### src/logic/mtb_pkg.sv
/*
  Package of the timer block: register offsets, field positions, reset
  values, the timer mode encoding and the structs that carry state.
  Assumes an 8-bit special-function-register bus with byte addresses.
*/
package mtb_pkg;

  // Register offsets on the special-function-register bus
  localparam logic [7:0] OFS_IRQ_STATUS  = 8'h85;
  localparam logic [7:0] OFS_RUN_FLAGS   = 8'h88;
  localparam logic [7:0] OFS_MODE_SELECT = 8'h89;
  localparam logic [7:0] OFS_CNT0_LOW    = 8'h8A;
  localparam logic [7:0] OFS_CNT1_LOW    = 8'h8B;
  localparam logic [7:0] OFS_CNT0_HIGH   = 8'h8C;
  localparam logic [7:0] OFS_CNT1_HIGH   = 8'h8D;
  localparam logic [7:0] OFS_LT_CONFIG   = 8'h93;
  localparam logic [7:0] OFS_LT_TGT_HIGH = 8'h94;
  localparam logic [7:0] OFS_LT_TGT_LOW  = 8'h95;

  // Field positions in timer_run_flags
  localparam int BIT_T1_OVF = 7;
  localparam int BIT_T1_RUN = 6;
  localparam int BIT_T0_OVF = 5;
  localparam int BIT_T0_RUN = 4;

  // Field positions in timer_mode_select (low bit of each field)
  localparam int BIT_T1_MODE = 4;
  localparam int BIT_T0_MODE = 0;

  // Field positions in long_timer_config
  localparam int BIT_LT_STEP   = 3;
  localparam int BIT_LT_CLOCK  = 2;
  localparam int BIT_LT_RELOAD = 1;
  localparam int BIT_LT_ENABLE = 0;

  // Field position in timer_irq_status
  localparam int BIT_LT_IRQ = 0;

  // Reset values
  localparam logic [7:0]  RST_BYTE  = 8'h00;
  localparam logic [15:0] RST_COUNT = 16'h0000;
  localparam logic [2:0]  RST_SYNC  = 3'h0;

  // Slow clock edges in one long step when the step mode bit is set
  localparam int LT_STEP_EDGES = 65536;

  // Timer 0/1 mode encoding
  typedef enum logic [1:0] {
    MODE_13BIT,
    MODE_16BIT,
    MODE_RELOAD8,
    MODE_SPLIT8
  } mtb_mode_t;

  // Result of one count step of a classic timer
  typedef struct packed {
    logic       ovf;
    logic [7:0] low;
    logic [7:0] high;
  } mtb_step_t;

  // Whole state of the block
  typedef struct packed {
    logic [7:0]  cnt0_low;
    logic [7:0]  cnt0_high;
    logic [7:0]  cnt1_low;
    logic [7:0]  cnt1_high;
    logic        t1_overflow_flag;
    logic        t1_run_bit;
    logic        t0_overflow_flag;
    logic        t0_run_bit;
    mtb_mode_t   timer1_mode_field;
    mtb_mode_t   timer0_mode_field;
    logic        long_timer_step_mode;
    logic        long_timer_clock_choice;
    logic        long_timer_reload_mode;
    logic        long_timer_enable;
    logic        long_timer_irq_flag;
    logic [7:0]  long_timer_target_high;
    logic [7:0]  long_timer_target_low;
    logic [15:0] lt_count;
    logic [15:0] lt_prescale;
    logic [2:0]  sync_rc;
    logic [2:0]  sync_watch_crystal_source;
    logic        stable_rc;
    logic        stable_watch_crystal_source;
    logic [7:0]  rdata;
  } mtb_state_t;

endpackage

### src/logic/mtb_timer_block.sv
/*
  Timer block: two classic byte-pair timers with four modes and a long
  timer stepped by a slow clock, reached over the special-function-
  register bus. Assumes a single-cycle bus write strobe and a read strobe
  whose data is returned one clock later; the slow clocks arrive as
  asynchronous pins and are much slower than the system clock.
*/
`timescale 1ns/100ps

module mtb_timer_block #(
  parameter int P_STEP_EDGES = mtb_pkg::LT_STEP_EDGES
) (
  // Clock and reset
  input  wire logic       i_clk,
  input  wire logic       i_rst_n,
  // Register bus
  input  wire logic [7:0] i_sfr_addr,
  input  wire logic       i_sfr_wr,
  input  wire logic [7:0] i_sfr_wdata,
  input  wire logic       i_sfr_rd,
  output logic      [7:0] o_sfr_rdata,
  // Slow clock pins
  input  wire logic       i_slow_rc_source,
  input  wire logic       i_watch_crystal_source,
  // Event levels
  output logic            o_t0_overflow_flag,
  output logic            o_t1_overflow_flag,
  output logic            o_long_timer_irq_flag
);

  mtb_pkg::mtb_state_t st;
  mtb_pkg::mtb_state_t next_st;

  // One count step of a classic timer in the given mode
  function automatic mtb_pkg::mtb_step_t tmr_step(
    input mtb_pkg::mtb_mode_t mode,
    input logic [7:0]         low,
    input logic [7:0]         high
  );
    mtb_pkg::mtb_step_t r;
    logic [12:0]        v13;
    logic [16:0]        v16;
    r    = '{ovf: 1'b0, low: low, high: high};
    v13  = {high, low[4:0]} + 13'h0001;
    v16  = {1'b0, high, low} + 17'h0_0001;
    unique case (mode)
      mtb_pkg::MODE_13BIT: begin
        r.ovf  = &{high, low[4:0]};
        r.low  = {low[7:5], v13[4:0]};
        r.high = v13[12:5];
      end
      mtb_pkg::MODE_16BIT: begin
        r.ovf  = v16[16];
        r.low  = v16[7:0];
        r.high = v16[15:8];
      end
      mtb_pkg::MODE_RELOAD8: begin
        r.ovf = &low;
        r.low = (&low) ? high : low + 8'h01;
      end
      mtb_pkg::MODE_SPLIT8: begin
        r.ovf = &low;
        r.low = low + 8'h01;
      end
    endcase
    return r;
  endfunction

  // Bus strobes per register
  logic wr_run, wr_mode, wr_c0l, wr_c0h, wr_c1l, wr_c1h;
  logic wr_stat, wr_cfg, wr_tgt_h, wr_tgt_l;

  always_comb begin
    wr_run   = i_sfr_wr && (i_sfr_addr == mtb_pkg::OFS_RUN_FLAGS);
    wr_mode  = i_sfr_wr && (i_sfr_addr == mtb_pkg::OFS_MODE_SELECT);
    wr_c0l   = i_sfr_wr && (i_sfr_addr == mtb_pkg::OFS_CNT0_LOW);
    wr_c0h   = i_sfr_wr && (i_sfr_addr == mtb_pkg::OFS_CNT0_HIGH);
    wr_c1l   = i_sfr_wr && (i_sfr_addr == mtb_pkg::OFS_CNT1_LOW);
    wr_c1h   = i_sfr_wr && (i_sfr_addr == mtb_pkg::OFS_CNT1_HIGH);
    wr_stat  = i_sfr_wr && (i_sfr_addr == mtb_pkg::OFS_IRQ_STATUS);
    wr_cfg   = i_sfr_wr && (i_sfr_addr == mtb_pkg::OFS_LT_CONFIG);
    wr_tgt_h = i_sfr_wr && (i_sfr_addr == mtb_pkg::OFS_LT_TGT_HIGH);
    wr_tgt_l = i_sfr_wr && (i_sfr_addr == mtb_pkg::OFS_LT_TGT_LOW);
  end

  // Classic timer stepping and flag setting
  mtb_pkg::mtb_step_t s0, s1;
  logic               t0_split, t0_go, t1_go, hi0_go, hi0_ovf;
  logic               set_ovf0, set_ovf1;

  always_comb begin
    t0_split = (st.timer0_mode_field == mtb_pkg::MODE_SPLIT8);
    t0_go    = st.t0_run_bit;
    // Timer 1 free-runs with no flag while timer 0 owns its run bit
    t1_go    = (st.timer1_mode_field != mtb_pkg::MODE_SPLIT8)
               && (t0_split || st.t1_run_bit);
    hi0_go   = t0_split && st.t1_run_bit;
    s0       = tmr_step(st.timer0_mode_field, st.cnt0_low,
                        st.cnt0_high);
    s1       = tmr_step(st.timer1_mode_field, st.cnt1_low,
                        st.cnt1_high);
    hi0_ovf  = hi0_go && (&st.cnt0_high);
    set_ovf0 = t0_go && s0.ovf;
    set_ovf1 = (t1_go && s1.ovf && !t0_split) || hi0_ovf;
  end

  // Slow clock edge detection and long timer step
  logic rc_rise, xt_rise, slow_tick, lt_step, lt_done, lt_restart;
  logic [15:0] lt_target;

  always_comb begin
    rc_rise    = (st.sync_rc[1] == st.sync_rc[2]) && st.sync_rc[2]
                 && !st.stable_rc;
    xt_rise    = (st.sync_watch_crystal_source[1] == st.sync_watch_crystal_source[2]) && st.sync_watch_crystal_source[2]
                 && !st.stable_watch_crystal_source;
    slow_tick  = st.long_timer_clock_choice ? xt_rise : rc_rise;
    lt_target  = {st.long_timer_target_high, st.long_timer_target_low};
    lt_step    = st.long_timer_enable && slow_tick
                 && (!st.long_timer_step_mode
                     || (st.lt_prescale
                         == 16'(P_STEP_EDGES - 1)));
    lt_done    = lt_step && (st.lt_count == lt_target);
    lt_restart = (wr_cfg && i_sfr_wdata[mtb_pkg::BIT_LT_ENABLE])
                 || ((wr_tgt_h || wr_tgt_l)
                     && st.long_timer_enable);
  end

  // Next state
  always_comb begin
    next_st = st;

    // Pin synchronisers, first stage feeds only the second
    next_st.sync_rc   = {st.sync_rc[1:0], i_slow_rc_source};
    next_st.sync_watch_crystal_source = {st.sync_watch_crystal_source[1:0], i_watch_crystal_source};
    if (st.sync_rc[1] == st.sync_rc[2]) begin
      next_st.stable_rc = st.sync_rc[2];
    end
    if (st.sync_watch_crystal_source[1] == st.sync_watch_crystal_source[2]) begin
      next_st.stable_watch_crystal_source = st.sync_watch_crystal_source[2];
    end

    // Timer 0 counting, software byte writes win over the count
    if (t0_go) begin
      next_st.cnt0_low = s0.low;
      if (!t0_split) begin
        next_st.cnt0_high = s0.high;
      end
    end
    if (hi0_go) begin
      next_st.cnt0_high = st.cnt0_high + 8'h01;
    end
    if (wr_c0l) begin
      next_st.cnt0_low = i_sfr_wdata;
    end
    if (wr_c0h) begin
      next_st.cnt0_high = i_sfr_wdata;
    end

    // Timer 1 counting
    if (t1_go) begin
      next_st.cnt1_low  = s1.low;
      next_st.cnt1_high = s1.high;
    end
    if (wr_c1l) begin
      next_st.cnt1_low = i_sfr_wdata;
    end
    if (wr_c1h) begin
      next_st.cnt1_high = i_sfr_wdata;
    end

    // Run and overflow flags, a hardware set beats a software clear
    if (wr_run) begin
      next_st.t1_run_bit       = i_sfr_wdata[mtb_pkg::BIT_T1_RUN];
      next_st.t0_run_bit       = i_sfr_wdata[mtb_pkg::BIT_T0_RUN];
      next_st.t1_overflow_flag = i_sfr_wdata[mtb_pkg::BIT_T1_OVF];
      next_st.t0_overflow_flag = i_sfr_wdata[mtb_pkg::BIT_T0_OVF];
    end
    if (set_ovf1) begin
      next_st.t1_overflow_flag = 1'b1;
    end
    if (set_ovf0) begin
      next_st.t0_overflow_flag = 1'b1;
    end

    // Mode fields
    if (wr_mode) begin
      next_st.timer1_mode_field = mtb_pkg::mtb_mode_t'(
        i_sfr_wdata[mtb_pkg::BIT_T1_MODE +: 2]);
      next_st.timer0_mode_field = mtb_pkg::mtb_mode_t'(
        i_sfr_wdata[mtb_pkg::BIT_T0_MODE +: 2]);
    end

    // Long timer prescaler and count
    if (lt_step) begin
      next_st.lt_prescale = mtb_pkg::RST_COUNT;
      next_st.lt_count    = st.lt_count + 16'h0001;
    end else if (st.long_timer_enable && slow_tick) begin
      next_st.lt_prescale = st.lt_prescale + 16'h0001;
    end
    if (lt_done) begin
      next_st.lt_count = mtb_pkg::RST_COUNT;
      if (!st.long_timer_reload_mode) begin
        next_st.long_timer_enable = 1'b0;
      end
    end

    // Long timer configuration and target
    if (wr_cfg) begin
      next_st.long_timer_step_mode    =
        i_sfr_wdata[mtb_pkg::BIT_LT_STEP];
      next_st.long_timer_clock_choice =
        i_sfr_wdata[mtb_pkg::BIT_LT_CLOCK];
      next_st.long_timer_reload_mode  =
        i_sfr_wdata[mtb_pkg::BIT_LT_RELOAD];
      next_st.long_timer_enable       =
        i_sfr_wdata[mtb_pkg::BIT_LT_ENABLE];
    end
    if (wr_tgt_h) begin
      next_st.long_timer_target_high = i_sfr_wdata;
    end
    if (wr_tgt_l) begin
      next_st.long_timer_target_low = i_sfr_wdata;
    end
    if (lt_restart) begin
      next_st.lt_count    = mtb_pkg::RST_COUNT;
      next_st.lt_prescale = mtb_pkg::RST_COUNT;
    end

    // Completion status: clear by write of 0 or config write, set wins
    if ((wr_stat && !i_sfr_wdata[mtb_pkg::BIT_LT_IRQ]) || wr_cfg) begin
      next_st.long_timer_irq_flag = 1'b0;
    end
    if (lt_done) begin
      next_st.long_timer_irq_flag = 1'b1;
    end

    // Registered read data, unmapped addresses read zero
    if (i_sfr_rd) begin
      unique case (i_sfr_addr)
        mtb_pkg::OFS_IRQ_STATUS:
          next_st.rdata = {7'h00, st.long_timer_irq_flag};
        mtb_pkg::OFS_RUN_FLAGS:
          next_st.rdata = {st.t1_overflow_flag, st.t1_run_bit,
                           st.t0_overflow_flag, st.t0_run_bit, 4'h0};
        mtb_pkg::OFS_MODE_SELECT:
          next_st.rdata = {2'h0, st.timer1_mode_field,
                           2'h0, st.timer0_mode_field};
        mtb_pkg::OFS_CNT0_LOW:    next_st.rdata = st.cnt0_low;
        mtb_pkg::OFS_CNT1_LOW:    next_st.rdata = st.cnt1_low;
        mtb_pkg::OFS_CNT0_HIGH:   next_st.rdata = st.cnt0_high;
        mtb_pkg::OFS_CNT1_HIGH:   next_st.rdata = st.cnt1_high;
        mtb_pkg::OFS_LT_CONFIG:
          next_st.rdata = {4'h0, st.long_timer_step_mode,
                           st.long_timer_clock_choice,
                           st.long_timer_reload_mode,
                           st.long_timer_enable};
        mtb_pkg::OFS_LT_TGT_HIGH: next_st.rdata = st.long_timer_target_high;
        mtb_pkg::OFS_LT_TGT_LOW:  next_st.rdata = st.long_timer_target_low;
        default:                  next_st.rdata = mtb_pkg::RST_BYTE;
      endcase
    end
  end

  // State register
  always_ff @(posedge i_clk or negedge i_rst_n) begin
    if (!i_rst_n) begin
      st <= '{
        cnt0_low:                mtb_pkg::RST_BYTE,
        cnt0_high:               mtb_pkg::RST_BYTE,
        cnt1_low:                mtb_pkg::RST_BYTE,
        cnt1_high:               mtb_pkg::RST_BYTE,
        timer1_mode_field:       mtb_pkg::MODE_13BIT,
        timer0_mode_field:       mtb_pkg::MODE_13BIT,
        long_timer_target_high:  mtb_pkg::RST_BYTE,
        long_timer_target_low:   mtb_pkg::RST_BYTE,
        lt_count:                mtb_pkg::RST_COUNT,
        lt_prescale:             mtb_pkg::RST_COUNT,
        sync_rc:                 mtb_pkg::RST_SYNC,
        sync_watch_crystal_source:               mtb_pkg::RST_SYNC,
        rdata:                   mtb_pkg::RST_BYTE,
        default:                 1'b0
      };
    end else begin
      st <= next_st;
    end
  end

  // Outputs straight from state flops
  assign o_sfr_rdata           = st.rdata;
  assign o_t0_overflow_flag    = st.t0_overflow_flag;
  assign o_t1_overflow_flag    = st.t1_overflow_flag;
  assign o_long_timer_irq_flag = st.long_timer_irq_flag;

endmodule

### config.mk
export PLATFORM = sky130hd
export DESIGN_NAME = mtb_timer_block
export DESIGN_NICKNAME = d
export VERILOG_FILES = /design/src/logic/mtb_pkg.sv /design/src/logic/mtb_timer_block.sv
export SDC_FILE = /design/constraint.sdc
export NUM_CORES = 1
export LEC_CHECK = 0
export BUFFER_PORTS_ARGS = -buffer_cell sky130_fd_sc_hd__buf_2
export CORE_AREA = 10 10 160 162
export DETAILED_ROUTE_END_ITERATION = 10
export DIE_AREA = 0 0 170 172
export SLEW_MARGIN = 10
export SYNTH_ARGS = -nofsm -noshare
export SYNTH_HDL_FRONTEND = slang
export SYNTH_SLANG_ARGS = --single-unit
### constraint.sdc
create_clock -name i_clk -period 2.85 [get_ports i_clk]
set_input_delay 0.285 -clock i_clk [delete_from_list [all_inputs] [get_ports i_clk]]
set_output_delay 0.285 -clock i_clk [all_outputs]
set_load 0.005 [all_outputs]
==> reports/metrics.csv <==
stage;metric;value;unit
synth;synth_seq_cells;109;
synth;synthSimpleGateAreaFrac;0.2123;
layout;final_util;0.3282;
drt;first_pass_iters;6;
global_routing;grt_usage;0.1290;
pwr;power_frac_comb;0.201;
pwr;totalPowerFinal;3975;µW
cts;cts_buffers;9;
layout;fin_area;0.007340;mm²
global_routing;grt_max_degree;52;
timing;hold_ws;0.02697;ns
timing;period_needed;2.230;ns
layout;synthToLayoutAreaGrowth;10.51;%
setup_path;required;3.14;ns
global_routing;gr-total-overflow;0;
cts;clockBufferDepth;2;
floorplanning;core_area;0.02237;mm²
setup_path;timing.rr.start;st[67];
placement;placed_area;0.007056;mm²
drt;via_count;5444;
hold_path;holdCritStartpoint;i_watch_crystal_source;
synth;yosys.area.top_type;dfrtp_1;
synth;syn-cell-area;0.006641;mm²
synth;synth_cell_types;71;
cts;cts_hold_buffers;1;
cts;cts_sinks;109;
synth;synth-compound-area-share;0.1605;
setup_path;critPathKind;reg2reg;
timing;period_share;0.7824;
synth;synth_top_family_by_area;simple AND/OR/NAND/NOR gates;
cts;path_clk_slew;0.07;ns
timing;slew_headroom;0.5065;
synth;synthMuxAreaShare;0.08911;
synth;synth_edf_count;0;
timing;final_max_slew_viol_count;0;
drt;ant_nets;0;
global_routing;grt_pass1_wl;29700;µm
setup_path;crit_end;st[47];
floorplanning;die-area;0.02924;mm²
floorplanning;rows;55;
status;status;complete, no violations;
synth;synth_top_cell_area_share;0.4107;
cts;cts_tree;yes;
drt;totalWireLength;18580;µm
pwr;internal_power;2661;µW
drt;drc_errors;0;
timing;clock.fmax;448.5;MHz
pwr;clkPwrFrac;0.306;
timing;clock_skew;0.01048;ns
pwr;ir_drop;0.0003177;V
hold_path;hold_class;in2reg;
setup_path;worst_setup_path_start_kind;flop;
synth;ys_top_cells_by_count;dfrtp_1, nor2_1, nand2_1;
global_routing;first_global_vias;5241;
floorplanning;start_util;0.2970;
timing;setup_tns;0;ns
synth;synth_nets;732;
layout;drive_gt1_frac;0.1549;
timing;finalSetupViolations;0;
synth;ys.flop_type;dfrtp_1;
timing;finalHoldViolCount;0;
timing;tightest_slew;0.7383;ns
cts;post_cts_resized;0;
cts;cts_max_level;3;
job;cap_viol_max_count;0;
synth;yosys_warnings;0;
layout;nNetsFinal;749;
global_routing;antenna_found_initial;0;
drt;wl_per_cell;18.44;µm
setup_path;r2r_end;st[47];
synth;synth_area_leaders;dfrtp_1, xor2_1, mux2_2, nor2_1, nand2_1;
placement;gp_congestion;0.8727;
synth;synth-async-reset-ratio;1.000;
synth;synth-xor-area-share;0.07253;
setup_path;end_kind;flop;
setup_path;setup.worst_path.start;st[67];
floorplanning;die_h;172;µm
synth;syn_inst;701;
setup_path;cp.arrival;2.52;ns
pwr;p_leak;0.003129;µW
setup_path;reg2reg_depth;5;
timing;rsz0062_at_grt;false;
placement;io_buffers;32;
cts;postCtsSetupBuffers;0;
synth;yosys.area_share.adder;0.01696;
drt;vias_per_cell;5.401;
setup_path;cp_max_fo;9;
floorplanning;io_pins;33;
drt;initialDrtViolationCount;457;
pwr;p_sw;1314;µW
setup_path;reg2reg_slack;0.62;ns
layout;antennaDiodeCount;0;
placement;hpwl;13660;µm
pwr;p_per_area;541.6;mW/mm²
pwr;seq_power_share;0.494;
pwr;switching_share;0.3306;
floorplanning;die_x;170;µm
synth;syn_avg_cell_area;9.474;µm²
cts;cts_root_buffer;clkbuf_16;
synth;synth-seq-area-share;0.4107;
synth;synth_most_common_cell;dfrtp_1;
cts;clock_latency;0.36;ns
## flip-flops by register name, indices dropped and copies added, names as in the netlist
register               flops
lt_target                 16
next_st                    4
o_long_timer_irq_flag      1
o_sfr_rdata                8
o_t0_overflow_flag         1
o_t1_overflow_flag         1
st                        77
t0_go                      1
## layout make-up
type                    instances  area (µm²)
clock inverters                 7       48.80
inverters                      13       48.80
repair buffers                 46       270.3
well taps                     285       356.6
fillers                      2284       15030
clock buffers                   9       225.2
flip-flops and latches        109        2728
multi-input cells             539        3662
## stage by stage
stage | worst slack, ns | cells
2_1_floorplan | 0.9972 | 701
3_3_place_gp | 0.6529 | 991
3_5_place_dp | 0.6155 | 991
4_1_cts | 0.6147 | 1008
5_1_grt | 0.4918 | 1008
6_report | 0.6202 | 1008
## worst max-delay path: stages (launching register included)
cell and delay [ns]:
dfrtp_1 0.43, nand4bb_1 0.47, nand2_1 0.40, o21ai_2 0.19
or4_1 0.53, a21oi_1 0.15
## cell families (layout without fill, tap and decap cells)
kind of cell | count (synthesis) | after routing
buffers and inverters | 53 | 75
xor gates and xnor gates | 55 | 55
and+or+nand+nor | 261 | 261
muxes | 53 | 53
adders and majority gates | 9 | 9
DFF | 109 | 109
AOI/OAI and AO/OA | 161 | 161
## placed cells by master, fill, tap and decap left out, types with 10 or more instances in the layout
cell type    n
nand2_1     60
nor2_1      65
mux2_2      29
a21oi_1     40
nand4_1     19
or3_1       11
dfrtp_1    109
o211ai_1    13
buf_4       14
xor2_1      46
inv_1       13
a31oi_1     10
and3_1      11
mux2i_1     22
buf_2       31
o21ai_0     36
nand3_1     26
## how the worst min path moves through the flow
stage                   end  slack, ns  cells after the start
2_1_floorplan  lt_target[0]      -0.01                      0
3_3_place_gp    next_st[12]       0.34                      0
3_5_place_dp    next_st[12]       0.34                      0
4_1_cts         next_st[11]       0.02                      1
5_1_grt         next_st[14]       0.01                      1
6_report        next_st[11]       0.03                      1
## routing by layer
layer / wire length, µm / vias up / part of all wire / track usage
met2: 8987 / 126 / 0.48 / 0.2123
met1: 8533 / 2707 / 0.46 / 0.1678
met3: 831 / 16 / 0.045 / 0.03055
met4: 231 / 0 / 0.012 / 0.02899
li1: - / 2595 / - / -
met5: 0 / - / 0 / 0
## power by group through the flow
stage,Sequential [µW],Clock [µW],Combinational (µW)
2_1_floorplan,1880,0,609
3_3_place_gp,1980,0,784
3_5_place_dp,1980,0,793
4_1_cts,1950,1250,799
5_1_grt,1980,1300,908
6_report,1960,1210,798
(Power assumes the default switching activity.)
